===== src/rtl/stm_pkg.sv =====
// constants, register map and types of the sixteen-bit timer block
package stm_pkg;

  // ------------------------------------------------------------
  // bus and register map
  // ------------------------------------------------------------
  localparam int unsigned ADDR_W = 4;
  localparam int unsigned DATA_W = 8;

  localparam logic [ADDR_W-1:0] OFS_COUNT_LOW  = 4'h0;
  localparam logic [ADDR_W-1:0] OFS_COUNT_HIGH = 4'h1;
  localparam logic [ADDR_W-1:0] OFS_CONTROL    = 4'h2;
  localparam logic [ADDR_W-1:0] OFS_CMP_LOW    = 4'h3;
  localparam logic [ADDR_W-1:0] OFS_CMP_HIGH   = 4'h4;
  localparam logic [ADDR_W-1:0] OFS_CMP_MODE   = 4'h5;
  localparam logic [ADDR_W-1:0] OFS_IRQ_STATUS = 4'h6;
  localparam logic [ADDR_W-1:0] OFS_IRQ_CLEAR  = 4'h7;
  localparam logic [ADDR_W-1:0] OFS_IRQ_ENABLE = 4'h8;

  // ------------------------------------------------------------
  // counter_control_reg fields
  // ------------------------------------------------------------
  localparam int unsigned CTRL_ON_BIT     = 0;
  localparam int unsigned CTRL_CS_BIT     = 1;
  localparam int unsigned CTRL_SYNCDIS_BIT = 2;
  localparam int unsigned CTRL_OSCEN_BIT  = 3;
  localparam int unsigned CTRL_PS_LSB     = 4;
  localparam int unsigned CTRL_RUN_BIT    = 6;
  localparam logic [7:0]  CTRL_RESET      = 8'h00;
  localparam logic [7:0]  CTRL_WMASK      = 8'h3F;

  // ------------------------------------------------------------
  // compare unit, events, reset values
  // ------------------------------------------------------------
  localparam logic [3:0]  CMP_MODE_SPECIAL = 4'hB;
  localparam logic [3:0]  CMP_MODE_RESET   = 4'h0;
  localparam logic [15:0] CMP_RESET        = 16'h0000;
  localparam logic [15:0] COUNT_CLEARED    = 16'h0000;
  localparam logic [15:0] COUNT_TOP        = 16'hFFFF;
  localparam int unsigned EV_OVF_BIT       = 0;
  localparam int unsigned EV_TRIG_BIT      = 1;
  localparam int unsigned EV_N             = 2;

  // ------------------------------------------------------------
  // timing
  // ------------------------------------------------------------
  localparam int unsigned CLK_PERIOD_NS = 50;
  localparam int unsigned PS_W          = 3;

  // ------------------------------------------------------------
  // types
  // ------------------------------------------------------------
  typedef struct packed {
    logic              wrStb;
    logic              rdStb;
    logic [ADDR_W-1:0] addr;
    logic [DATA_W-1:0] wdata;
  } stm_bus_t;

  typedef struct packed {
    logic [7:0]      ctrl;
    logic [15:0]     cmpVal;
    logic [3:0]      cmpMode;
    logic            adcEnable;
    logic [EV_N-1:0] status;
    logic [EV_N-1:0] irqEn;
    logic [PS_W-1:0] psCnt;
    logic            extPrev;
    logic            armed;
    logic            matchPrev;
    logic [7:0]      rdata;
    logic            irq;
    logic            adcStart;
    logic            oscRun;
  } stm_state_t;

endpackage


===== src/rtl/stm_timer.sv =====
// sixteen-bit timer/counter with compare-driven clear and register port
`timescale 1ns/1ps
`default_nettype none
module stm_timer
  import stm_pkg::*;
(
  // clock and resets
  input  wire logic              clk_sys,
  input  wire logic              rst,
  input  wire logic              otherRst,
  // register port
  input  wire logic              wrStb,
  input  wire logic              rdStb,
  input  wire logic [ADDR_W-1:0] addr,
  input  wire logic [DATA_W-1:0] wdata,
  output logic      [DATA_W-1:0] rdata,
  // pins and system
  input  wire logic              extClk,
  input  wire logic              sleepMode,
  input  wire logic              sysClkFromOsc,
  input  wire logic              adcOn,
  // outputs
  output logic                   oscRun,
  output logic                   adcStart,
  output logic                   irq
);

  // ------------------------------------------------------------
  // state
  // ------------------------------------------------------------
  stm_bus_t   bus;
  stm_state_t st_q;
  stm_state_t st_d;
  logic [15:0] count_q;
  logic [15:0] count_d;

  logic            timerOn;
  logic            extMode;
  logic            syncDis;
  logic [1:0]      psSel;
  logic [PS_W-1:0] psMax;
  logic            inEdge;
  logic            tick;
  logic            match;
  logic            trigger;
  logic            wrLow;
  logic            wrHigh;
  logic            wrap;
  logic [EV_N-1:0] evSet;
  logic [EV_N-1:0] evClr;

  assign bus = '{wrStb: wrStb, rdStb: rdStb, addr: addr, wdata: wdata};

  always_comb begin
    timerOn = st_q.ctrl[CTRL_ON_BIT];
    extMode = st_q.ctrl[CTRL_CS_BIT];
    syncDis = st_q.ctrl[CTRL_SYNCDIS_BIT];
    psSel   = st_q.ctrl[CTRL_PS_LSB +: 2];
    psMax   = PS_W'((4'h1 << psSel) - 4'h1);
    wrLow   = bus.wrStb && (bus.addr == OFS_COUNT_LOW);
    wrHigh  = bus.wrStb && (bus.addr == OFS_COUNT_HIGH);
    // input edge: internal clock every cycle outside sleep, external on a rising edge once a falling edge has armed it (in sleep only unsynchronized)
    if (!extMode) begin
      inEdge = timerOn;
    end else begin
      inEdge = timerOn && st_q.armed && extClk && !st_q.extPrev && !(sleepMode && !syncDis);
    end
    if (!extMode && sleepMode) begin
      inEdge = 1'b0;
    end
    tick    = inEdge && (st_q.psCnt == psMax);
    match   = (count_q == st_q.cmpVal);
    trigger = (st_q.cmpMode == CMP_MODE_SPECIAL) && match && !st_q.matchPrev
              && !(extMode && syncDis);
    wrap    = tick && (count_q == COUNT_TOP) && !wrLow && !wrHigh && !trigger;
  end

  // ------------------------------------------------------------
  // count register, kept through every reset
  // ------------------------------------------------------------
  always_comb begin
    count_d = count_q;
    if (wrLow || wrHigh) begin
      if (wrLow) begin
        count_d[7:0] = bus.wdata;
      end
      if (wrHigh) begin
        count_d[15:8] = bus.wdata;
      end
    end else if (trigger) begin
      count_d = COUNT_CLEARED;
    end else if (tick) begin
      count_d = count_q + 16'h0001;
    end
  end

  always_ff @(posedge clk_sys) begin
    count_q <= count_d;
  end

  // ------------------------------------------------------------
  // registers and control
  // ------------------------------------------------------------
  always_comb begin
    st_d = st_q;
    evSet = '0;
    evClr = '0;
    evSet[EV_OVF_BIT]  = wrap;
    evSet[EV_TRIG_BIT] = trigger && !wrLow && !wrHigh;
    // prescaler
    if (wrLow || wrHigh) begin
      st_d.psCnt = '0;
    end else if (inEdge) begin
      st_d.psCnt = tick ? '0 : st_q.psCnt + 3'h1;
    end
    // falling edge arms the external counter
    st_d.extPrev = extClk;
    if (!timerOn || !extMode) begin
      st_d.armed = 1'b0;
    end else if (!extClk && st_q.extPrev) begin
      st_d.armed = 1'b1;
    end
    st_d.matchPrev = match && (st_q.cmpMode == CMP_MODE_SPECIAL);
    // register writes
    if (bus.wrStb) begin
      unique case (bus.addr)
        OFS_CONTROL:    st_d.ctrl = bus.wdata & CTRL_WMASK;
        OFS_CMP_LOW:    st_d.cmpVal[7:0] = bus.wdata;
        OFS_CMP_HIGH:   st_d.cmpVal[15:8] = bus.wdata;
        OFS_CMP_MODE: begin
          st_d.cmpMode   = bus.wdata[3:0];
          st_d.adcEnable = bus.wdata[4];
        end
        OFS_IRQ_CLEAR:  evClr = bus.wdata[EV_N-1:0];
        OFS_IRQ_ENABLE: st_d.irqEn = bus.wdata[EV_N-1:0];
        default: ;
      endcase
    end
    st_d.ctrl[CTRL_RUN_BIT] = sysClkFromOsc;
    // sticky status: set wins over clear
    st_d.status = (st_q.status & ~evClr) | evSet;
    st_d.irq    = |(st_d.status & st_q.irqEn);
    st_d.adcStart = trigger && !wrLow && !wrHigh && st_q.adcEnable && adcOn;
    st_d.oscRun   = st_d.ctrl[CTRL_OSCEN_BIT];
    // read data stand one cycle after the strobe
    st_d.rdata = 8'h00;
    if (bus.rdStb) begin
      unique case (bus.addr)
        OFS_COUNT_LOW:  st_d.rdata = count_q[7:0];
        OFS_COUNT_HIGH: st_d.rdata = count_q[15:8];
        OFS_CONTROL:    st_d.rdata = st_q.ctrl;
        OFS_CMP_LOW:    st_d.rdata = st_q.cmpVal[7:0];
        OFS_CMP_HIGH:   st_d.rdata = st_q.cmpVal[15:8];
        OFS_CMP_MODE:   st_d.rdata = {3'h0, st_q.adcEnable, st_q.cmpMode};
        OFS_IRQ_STATUS: st_d.rdata = {6'h00, st_q.status};
        OFS_IRQ_ENABLE: st_d.rdata = {6'h00, st_q.irqEn};
        default:        st_d.rdata = 8'h00;
      endcase
    end
    // warm reset keeps control and every other register, clears only the read data and adcStart
    if (otherRst) begin
      st_d.rdata    = 8'h00;
      st_d.adcStart = 1'b0;
    end
  end

  always_ff @(posedge clk_sys or posedge rst) begin
    if (rst) begin
      st_q <= '{ctrl: CTRL_RESET, cmpVal: CMP_RESET, cmpMode: CMP_MODE_RESET, adcEnable: 1'b0,
                 status: '0, irqEn: '0, psCnt: '0, extPrev: 1'b0, armed: 1'b0,
                 matchPrev: 1'b0, rdata: 8'h00, irq: 1'b0, adcStart: 1'b0, oscRun: 1'b0};
    end else begin
      st_q <= st_d;
    end
  end

  assign rdata    = st_q.rdata;
  assign irq      = st_q.irq;
  assign adcStart = st_q.adcStart;
  assign oscRun   = st_q.oscRun;
endmodule // stm_timer
`default_nettype wire


===== config.mk =====
export PLATFORM = sky130hd
export DESIGN_NAME = stm_timer
export DESIGN_NICKNAME = d
export VERILOG_FILES = /design/src/rtl/stm_pkg.sv /design/src/rtl/stm_timer.sv
export SDC_FILE = /design/constraint.sdc
export NUM_CORES = 1
export LEC_CHECK = 0
export BUFFER_PORTS_ARGS = -buffer_cell sky130_fd_sc_hd__buf_4
export CAP_MARGIN = 20
export CORE_ASPECT_RATIO = 1.4
export CORE_MARGIN = 4
export CORE_UTILIZATION = 45
export CTS_BUF_LIST = sky130_fd_sc_hd__clkbuf_2 sky130_fd_sc_hd__clkbuf_4 sky130_fd_sc_hd__clkbuf_8
export DETAILED_ROUTE_END_ITERATION = 10
export SLEW_MARGIN = 20
export SYNTH_ARGS = -nofsm -noshare
export SYNTH_HDL_FRONTEND = slang
export SYNTH_SLANG_ARGS = --single-unit

===== constraint.sdc =====
create_clock -name clk_sys -period 4.24 [get_ports clk_sys]
set_input_delay 0.848 -clock clk_sys [delete_from_list [all_inputs] [get_ports clk_sys]]
set_output_delay 0.848 -clock clk_sys [all_outputs]
set_load 0.01 [all_outputs]

==> results.ini, run 1 <==
[timing]
min_period_ns = 2.54
setup_slack_ns = 1.70
max_freq_mhz = 394
hold_viol = 0
setup_viol = 0
setup-tns-final_ns = 0
timing.final.crit_share_pct = 59.8
max_slew.worst_pin.slew_ns = 0.817
rsz0062_at_grt = false
finalMaxSlewViolations = 0
hold_slack_ns = 0.510
fin_worst_skew_ns = 0.0118
slew_headroom_pct = 45.5

[floorplan]
dieArea_mm2 = 0.00929
dieWidth_um = 82.6
coreArea_mm2 = 0.00745
rows = 37
design.portCount = 32
die_h_um = 112
start_util_pct = 47.1

[route]
antenna_left = 0
postRouteWirelength_um = 8790
vias = 2574
wl_per_cell_um = 19.7
drc = 0
viasPerCell = 5.76
dr.pass1.iters = 5
dr.first_iter.drc_count = 191

[worst_setup_path]
path_class = reg -> reg
cp.arrival_ns = 2.51
reg2reg_depth = 5
cp-start-kind = flop
crit_path_end_kind = flop
worst-path-max-fanout = 8
crit_required_ns = 4.22
reg2reg_setup_slack_ns = 1.70

[global_routing]
track_usage_pct = 20.3
antenna_found_initial = 0
grt_pass1_wl_um = 13900
met3_usage_pct = 4.41
met1_usage_pct = 26.9
grt_max_degree = 49
grt_overflow_total = 0
grtUsageMet2_pct = 32.5
grt_pass1_vias = 2543
busiest_layer = met2

[power]
p_seq_share_pct = 47.7
p_per_area_mw_per_mm2 = 443
clockPowerShare_pct = 34.9
power_frac_comb_pct = 17.4
intPower_mw = 1.28
p_sw_share_pct = 28.1
vdd_ir_drop_max_v = 0.000221
leakage_nw = 1.63
p_total_mw = 1.78
power_switching_mw = 0.498

[outcome]
status = completed

[synthesis]
syn_nets = 344
yosys.area_share.simple_pct = 16.2
syn_area_mm2 = 0.00351
synth_mux_area_share_pct = 10.5
ys.flop_type = dfrtp_1
synth.most_common_cell = dfrtp_1
synth_area_leaders = dfrtp_1, edfxtp_1, mux2_2
synthAdderAreaFrac_pct = 0.714
ys_seq_area_share_pct = 47.9
yosysTopAreaCell = dfrtp_1
ys_async_sr_fraction_pct = 75.0
synth_cell_types = 52
synth_top_family_by_area = simple AND/OR/NAND/NOR gates
synthTopCellsByCount = dfrtp_1, nand2_1, mux2_2
synth_seq_cells = 64
synth_cells = 321
synthXorXnorAreaFrac_pct = 7.74
synth-edff-count = 16
yosysTopAreaCellShare_pct = 34.2
avgSynthCellArea_um2 = 10.9
synth-compound-area-share_pct = 12.5
synth_warnings = 0

[cells_and_area]
area_growth_pct = 14.2
instances_no_fill = 447
fin_nets = 368
antennaDiodeCount = 0
drive_gt1_share_pct = 25.4

[clocking]
cts_made_buffers = 9
cts_sinks = 64
clk_latency_ns = 0.35
cts_tree = built
clk_pin_slew_ns = 0.07
htreeDepth = 3
clock_tree.buffer_depth = 2
postCtsSetupBuffers = 0
hold_buffers = 0
post_cts_resized = 0
ctsRootBufferMaster = clkbuf_8

[placement]
dp_hpwl_um = 6470
pre_cts_slack_ns = 1.50
gp_congestion = 0.867
numPortBuffers = 31
place_inst = 431

[flow_run]
cap_violations = 0

[worst_hold_path]
hold_path_class = reg -> reg
hold_depth = 2

stage by stage:
step / util [%] / area [µm²]
4_1_cts: 53.7 / 4010
5_1_grt: 53.8 / 4010
3_5_place_dp: 50.5 / 3760
3_3_place_gp: 50.5 / 3760
2_1_floorplan: - / 3510
6_report: 53.8 / 4010
power groups by stage:
| stage | registers, mW | clock network (mW) | logic (mW) |
|---|---|---|---|
| 2_1_floorplan | 0.809 | 0 | 0.244 |
| 3_3_place_gp | 0.856 | 0 | 0.304 |
| 3_5_place_dp | 0.858 | 0 | 0.310 |
| 4_1_cts | 0.846 | 0.630 | 0.310 |
| 5_1_grt | 0.856 | 0.662 | 0.344 |
| 6_report | 0.846 | 0.619 | 0.310 |
sequential cells by signal, indices dropped and copies added (netlist names):
name      cells
st_q         35
count_q      16
rdata         8
psSel         2
adcStart      1
extMode       1
irq           1
layer usage:
metal / part of all wire [%] / wire length [µm]
met5: 0 / 0
met3: 6.6 / 577
met1: 41 / 3640
met4: 1.5 / 134
met2: 51 / 4440
cell families after synthesis:
family,count (synthesis)
AO/OA/AOI/OAI,64
XOR/XNOR,31
adder cells (fa/ha/maj),2
buffers and inverters,31
flip-flops,64
multiplexers,33
AND/OR/NAND/NOR,96
cell usage in the layout (no fill, tap or decap), types with 2 or more instances in the layout:
| master | synthesis | final |
|---|---|---|
| buf_4 | 9 | 34 |
| o21ai_0 | 2 | 2 |
| nor3_1 | 9 | 9 |
| dfrtp_1 | 48 | 48 |
| edfxtp_1 | 16 | 16 |
| nand4b_1 | 3 | 3 |
| a221oi_1 | 5 | 5 |
| nor3_2 | 3 | 3 |
| nand4_1 | 2 | 2 |
| a22o_1 | 3 | 3 |
| nor2_1 | 10 | 10 |
| nor2b_1 | 2 | 2 |
| nand3b_1 | 6 | 6 |
| and4_1 | 4 | 4 |
| mux2_1 | 3 | 3 |
| and3_1 | 5 | 5 |
| xnor2_1 | 7 | 7 |
| clkbuf_8 | 0 | 12 |
| nand2_1 | 28 | 28 |
| nand3_1 | 8 | 8 |
| a21oi_1 | 13 | 13 |
| o21ai_1 | 18 | 18 |
| a31oi_1 | 4 | 4 |
| clkbuf_4 | 0 | 2 |
| inv_1 | 9 | 8 |
| nor4_1 | 6 | 6 |
| xor2_1 | 24 | 24 |
| mux2i_1 | 4 | 4 |
| bufinv_16 | 0 | 2 |
| mux2_2 | 26 | 26 |
| a22oi_1 | 9 | 9 |
| ha_1 | 2 | 2 |
critical path, stage by stage (launching register included):
cell       delay [ns]
edfxtp_1         0.50
xor2_1           0.21
nor3_1           0.37
and3b_1          0.36
a2bb2oi_1        0.13
o21ai_1          0.59
path summary, 6_finish.rpt:
path	from	to
max in group asynchronous	rst	rdata[1]
setup / recovery	count_q[6]	count_q[0]
setup reg to reg	count_q[6]	count_q[0]
hold / removal	st_q[13]	st_q[12]
hold reg to reg	st_q[13]	st_q[12]
min in group asynchronous	rst	st_q[21]
cell type report:
type | count | area (µm²)
Sequential cell | 64 | 1680
Timing Repair Buffer | 34 | 255
Inverter | 10 | 38.8
Fill cell | 681 | 3450
Clock buffer | 14 | 180
Tap cell | 97 | 121
Clock inverter | 2 | 60.1
Multi-Input combinational cell | 226 | 1670
Note: power is estimated with default switching activity, not from simulation.
==> run 2, diff against run 1 <==
==> constraint.sdc (replaced) <==
create_clock -name clk_sys -period 2.6 [get_ports clk_sys]
set_input_delay 0.52 -clock clk_sys [delete_from_list [all_inputs] [get_ports clk_sys]]
set_output_delay 0.52 -clock clk_sys [all_outputs]
set_load 0.01 [all_outputs]
==> results.ini, run 2 (synthesis gave the netlist of run 1 again) <==
[route]
wl_met2_um = 4530  ; was 4440 µm
dr.pass1.iters = 4  ; was 5
viasPerCell = 5.79  ; was 5.76
vias = 2647  ; was 2574
antenna_left = 0  ; unchanged
met1Wirelength_um = 3810  ; was 3640 µm
postRouteWirelength_um = 9130  ; was 8790 µm
wl_per_cell_um = 20.0  ; was 19.7 µm
wl_met3_um = 443  ; was 577 µm
dr.first_iter.drc_count = 170  ; was 191
drc = 0  ; unchanged
routed.top_layer = met4  ; unchanged

[clocking]
postCtsSetupBuffers = 0  ; unchanged
clk_pin_slew_ns = 0.06  ; was 0.07 ns
cts_made_buffers = 9  ; unchanged
htreeDepth = 3  ; unchanged
hold_buffers = 0  ; unchanged
ctsRootBufferMaster = clkbuf_8  ; unchanged
cts_tree = built  ; unchanged
clk_latency_ns = 0.34  ; was 0.35 ns
clock_tree.buffer_depth = 2  ; unchanged
post_cts_resized = 0  ; unchanged
cts_sinks = 64  ; unchanged

[worst_setup_path]
cp_cell_sequence = ha_1 -> inv_1 -> nor3_1 -> buf_4 -> nand4b_1 -> or4b_4 -> o221ai_2  ; was xor2_1 -> nor3_1 -> and3b_1 -> a2bb2oi_1 -> o21ai_1
cpPeakStageDelay_ns = 0.50  ; was 0.59 ns
worst_path_max_delay_cell = or4b_4  ; was o21ai_1
crit_path_end_kind = flop  ; unchanged
path_class = reg -> reg  ; unchanged
crit_required_ns = 2.86  ; was 4.22 ns
worst-path-max-fanout = 5  ; was 8
cp.arrival_ns = 2.62  ; was 2.51 ns
cp-start-kind = flop  ; unchanged

[floorplan]
dieArea_mm2 = 0.00929  ; unchanged
design.portCount = 32  ; unchanged
coreArea_mm2 = 0.00745  ; unchanged
rows = 37  ; unchanged
start_util_pct = 47.1  ; unchanged
dieWidth_um = 82.6  ; unchanged
die_h_um = 112  ; unchanged

[outcome]
status = completed  ; unchanged

[global_routing]
grt_overflow_total = 0  ; unchanged
grt_max_degree = 49  ; unchanged
antenna_found_initial = 0  ; unchanged
track_usage_pct = 21.1  ; was 20.3%
grt_pass1_wl_um = 14400  ; was 13900 µm
grt_pass1_vias = 2651  ; was 2543

[power]
vdd_ir_drop_max_v = 0.000391  ; was 0.000221 V
leakage_nw = 1.66  ; was 1.63 nW
p_per_area_mw_per_mm2 = 678  ; was 443 mW/mm²

[timing]
max_freq_mhz = 423  ; was 394 MHz
rsz0062_at_grt = false  ; unchanged
timing.final.crit_share_pct = 91.0  ; was 59.8%
max_slew.worst_pin.slew_ns = 0.628  ; was 0.817 ns
fin_worst_skew_ns = 0.00708  ; was 0.0118 ns
setup-tns-final_ns = 0  ; unchanged
finalMaxSlewViolations = 0  ; unchanged
setup_viol = 0  ; unchanged
slew_headroom_pct = 57.8  ; was 45.5%
min_period_ns = 2.36  ; was 2.54 ns
hold_viol = 0  ; unchanged

[worst_hold_path]
hold_path_class = in -> reg  ; was reg -> reg

[cells_and_area]
drive_gt1_share_pct = 27.5  ; was 25.4%
most-common-layout-cells = dfrtp_1, buf_4, nand2_1  ; unchanged
final_common_cell = dfrtp_1  ; unchanged
largest_reg_flops = 35  ; unchanged
antennaDiodeCount = 0  ; unchanged
instances_no_fill = 457  ; was 447
area_growth_pct = 14.9  ; was 14.2%
post-route-cell-area_mm2 = 0.00403  ; was 0.00401 mm²
top_register = st_q  ; unchanged
fin_nets = 378  ; was 368

[placement]
place_inst = 441  ; was 431
numPortBuffers = 31  ; unchanged
dp_hpwl_um = 6690  ; was 6470 µm
gp_congestion = 0.839  ; was 0.867
placed_cell_area_mm2 = 0.00384  ; was 0.00376 mm²

[flow_run]
cap_violations = 0  ; unchanged

==> run 2: worst max-delay path, delay by kind of cell (launching register included) <==
kind	cells	cell delay, ns
and+or+nand+nor	3	1.10
DFF	1	0.46
buffers and inverters	2	0.28
adders and majority gates	1	0.27
AOI/OAI and AO/OA	1	0.16
==> run 2: final timing paths <==
check | startpoint | to | slack [ns] | cells past startpoint
max reg2reg | count_q[1] | irq | 0.24 | 7
max in group asynchronous | rst | st_q[12] | 1.84 | 3
max | count_q[1] | irq | 0.24 | 7
min in group asynchronous | rst | psSel[0] | 0.35 | 3
min | sysClkFromOsc | st_q[48] | 0.29 | 1
min reg2reg | st_q[12] | st_q[12] | 0.50 | 2
==> run 2: area by class of cell <==
class / instances / area (µm²)
inverters: 10 / 37.5
fillers: 690 / 3420
clock buffers: 12 / 146
well taps: 97 / 121
flip-flops and latches: 64 / 1680
clock inverters: 4 / 45.0
repair buffers: 44 / 330
multi-input cells: 226 / 1670
==> run 2: through the flow <==
| stage | hold WS [ns] | total power, mW | setup WS [ns] | utilization, % |
|---|---|---|---|---|
| after CTS | 0.272 | 2.76 | 0.269 | 54.1 |
| after floorplan | 0.463 | 1.72 | 0.463 | - |
| after detailed placement | 0.489 | 1.91 | 0.286 | 51.5 |
| after global routing | 0.280 | 2.87 | 0.173 | 54.1 |
| final | 0.286 | 2.73 | 0.235 | 54.1 |
| after global placement | 0.495 | 1.90 | 0.295 | 51.5 |
==> run 2: where the power goes <==
group,internal (mW),switching [mW]
Sequential,1.19,0.181
Combinational,0.264,0.264
Clock,0.470,0.368
Total,1.92,0.813
==> run 2: metal layers <==
metal / up-vias / global-route usage [%]
met3: 25 / 3.05
li1: 1248 / -
met2: 72 / 33.5
met1: 1302 / 27.6
met5: - / 0
met4: 0 / 10.7
==> run 3, diff against run 2 <==
--- a/config.mk
+++ b/config.mk
@@ -12,6 +12,8 @@
 export CORE_UTILIZATION = 45
 export CTS_BUF_LIST = sky130_fd_sc_hd__clkbuf_2 sky130_fd_sc_hd__clkbuf_4 sky130_fd_sc_hd__clkbuf_8
 export DETAILED_ROUTE_END_ITERATION = 10
+export PLACE_DENSITY_LB_ADDON = 0.15
+export SETUP_SLACK_MARGIN = 0.4
 export SLEW_MARGIN = 20
 export SYNTH_ARGS = -nofsm -noshare
 export SYNTH_HDL_FRONTEND = slang
==> results.ini, run 3 (synthesis gave the netlist of run 1 again) <==
[power]
p_per_area_mw_per_mm2 = 707  ; was 678 mW/mm²
vdd_ir_drop_max_v = 0.000312  ; was 0.000391 V
leakage_nw = 1.67  ; was 1.66 nW

[route]
postRouteWirelength_um = 9330  ; was 9130 µm
vias = 2697  ; was 2647
wl_per_cell_um = 20.4  ; was 20.0 µm
met1Wirelength_um = 3970  ; was 3810 µm
viasPerCell = 5.89  ; was 5.79
wl_met2_um = 4650  ; was 4530 µm
drc = 0  ; unchanged
routed.top_layer = met4  ; unchanged
dr.pass1.iters = 6  ; was 4
dr.first_iter.drc_count = 181  ; was 170
antenna_left = 0  ; unchanged
wl_met3_um = 409  ; was 443 µm

[timing]
setup_viol = 0  ; unchanged
rsz0062_at_grt = false  ; unchanged
setup_slack_ns = 0.486  ; was 0.235 ns
min_period_ns = 2.11  ; was 2.36 ns
timing.final.crit_share_pct = 81.3  ; was 91.0%
fin_worst_skew_ns = 0.00801  ; was 0.00708 ns
finalMaxSlewViolations = 0  ; unchanged
hold_viol = 0  ; unchanged
max_freq_mhz = 473  ; was 423 MHz
slew_headroom_pct = 56.2  ; was 57.8%
max_slew.worst_pin.slew_ns = 0.655  ; was 0.628 ns
setup-tns-final_ns = 0  ; unchanged

[cells_and_area]
drive_gt1_share_pct = 28.8  ; was 27.5%
nFillCells = 660  ; was 690
final_common_cell = dfrtp_1  ; unchanged
top_register = st_q  ; unchanged
most-common-layout-cells = dfrtp_1, buf_4, nand2_1  ; unchanged
seqCellArea_mm2 = 0.00168  ; unchanged
fin_nets = 379  ; was 378
multiInputGateArea_mm2 = 0.00168  ; was 0.00167 mm²
largest_reg_flops = 35  ; unchanged
area_growth_pct = 16.6  ; was 14.9%
antennaDiodeCount = 0  ; unchanged

[floorplan]
dieArea_mm2 = 0.00929  ; unchanged
coreArea_mm2 = 0.00745  ; unchanged
start_util_pct = 47.1  ; unchanged
design.portCount = 32  ; unchanged
dieWidth_um = 82.6  ; unchanged
rows = 37  ; unchanged
die_h_um = 112  ; unchanged

[clocking]
htreeDepth = 3  ; unchanged
clock_tree.buffer_depth = 2  ; unchanged
cts_made_buffers = 9  ; unchanged
clk_pin_slew_ns = 0.07  ; was 0.06 ns
cts_sinks = 64  ; unchanged
cts_tree = built  ; unchanged
clk_latency_ns = 0.34  ; about the same
ctsRootBufferMaster = clkbuf_8  ; unchanged

[placement]
gp_congestion = 0.870  ; was 0.839
dp_hpwl_um = 6830  ; was 6690 µm
pre_cts_slack_ns = 0.319  ; was 0.286 ns
numPortBuffers = 31  ; unchanged

[global_routing]
antenna_found_initial = 0  ; unchanged
track_usage_pct = 21.3  ; was 21.1%
grt_overflow_total = 0  ; unchanged
grt_pass1_wl_um = 14400  ; about the same
grt_pass1_vias = 2604  ; was 2651
grt_max_degree = 31  ; was 49

[worst_setup_path]
cp.arrival_ns = 2.16  ; was 2.62 ns
path_class = reg -> reg  ; unchanged
cp-start-kind = flop  ; unchanged
cpPeakStageDelay_ns = 0.49  ; was 0.50 ns
worst_path_max_delay_cell = edfxtp_1  ; was or4b_4
critPathBufInv = 1  ; was 2
startpoint = count_q[2]  ; was count_q[1]
regToRegStartpoint = count_q[2]  ; was count_q[1]
worst-path-max-fanout = 8  ; was 5
cp_top_family = simple AND/OR/NAND/NOR gates  ; unchanged
crit_path_end_kind = flop  ; unchanged
cp_cell_sequence = xor2_1 -> nor4_1 -> and4_2 -> a2bb2oi_1 -> o21ai_1 -> buf_4  ; was ha_1 -> inv_1 -> nor3_1 -> buf_4 -> nand4b_1 -> or4b_4 -> o221ai_2
crit_required_ns = 2.65  ; was 2.86 ns

[flow_run]
cap_violations = 0  ; unchanged

[worst_hold_path]
hold_path_class = in -> async  ; was in -> reg

[outcome]
status = completed  ; unchanged

==> run 3: layer usage <==
layer | track usage [%] | up-vias
li1 | - | 1244
met4 | 8.83 | 0
met5 | 0 | -
met1 | 28.0 | 1341
met3 | 3.77 | 24
met2 | 33.9 | 88
==> run 3: power by group <==
part	internal (mW)	switching [mW]	leakage (nW)
Combinational	0.269	0.274	0.797
Clock	0.597	0.375	0.118
Sequential	1.19	0.186	0.759
Total	2.05	0.836	1.67
==> run 3: final cells by class <==
class | instances | area share (%)
repair buffers | 45 | 8.26
flip-flops and latches | 64 | 41.1
multi-input cells | 226 | 41.2
well taps | 97 | 2.97
clock buffers | 13 | 3.92
clock inverters | 3 | 1.59
inverters | 10 | 0.918
==> run 3: stage by stage <==
| step | std cells | power, mW | area [µm²] | hold WS, ns | util (%) |
|---|---|---|---|---|---|
| after floorplan | 321 | 1.72 | 3510 | 0.463 | - |
| after global placement | 442 | 1.91 | 3850 | 0.502 | 51.6 |
| after global routing | 458 | 3.02 | 4090 | 0.273 | 54.8 |
| final | 458 | 2.89 | 4090 | 0.272 | 54.8 |
| after CTS | 458 | 2.90 | 4080 | 0.272 | 54.7 |
| after detailed placement | 442 | 1.93 | 3850 | 0.533 | 51.6 |
==> run 3: final timing paths <==
kind	endpoint	slack [ns]	cells past startpoint
worst min-delay path	adcStart	0.27	2
max in group asynchronous	st_q[16]	1.72	3
worst max register to register	count_q[5]	0.49	6
min in group clk_sys	st_q[48]	0.28	1
worst max-delay path	count_q[5]	0.49	6
worst min register to register	st_q[12]	0.53	2
==> run 3: repair_timing <==
item | CTS | global route
endpoints found under the setup margin | 17 | 9
resized for setup | 2 | 3
hold buffers | 0 | 0
pin swaps | 0 | 0
buffers inserted | 0 | 0
gates cloned | 0 | 0
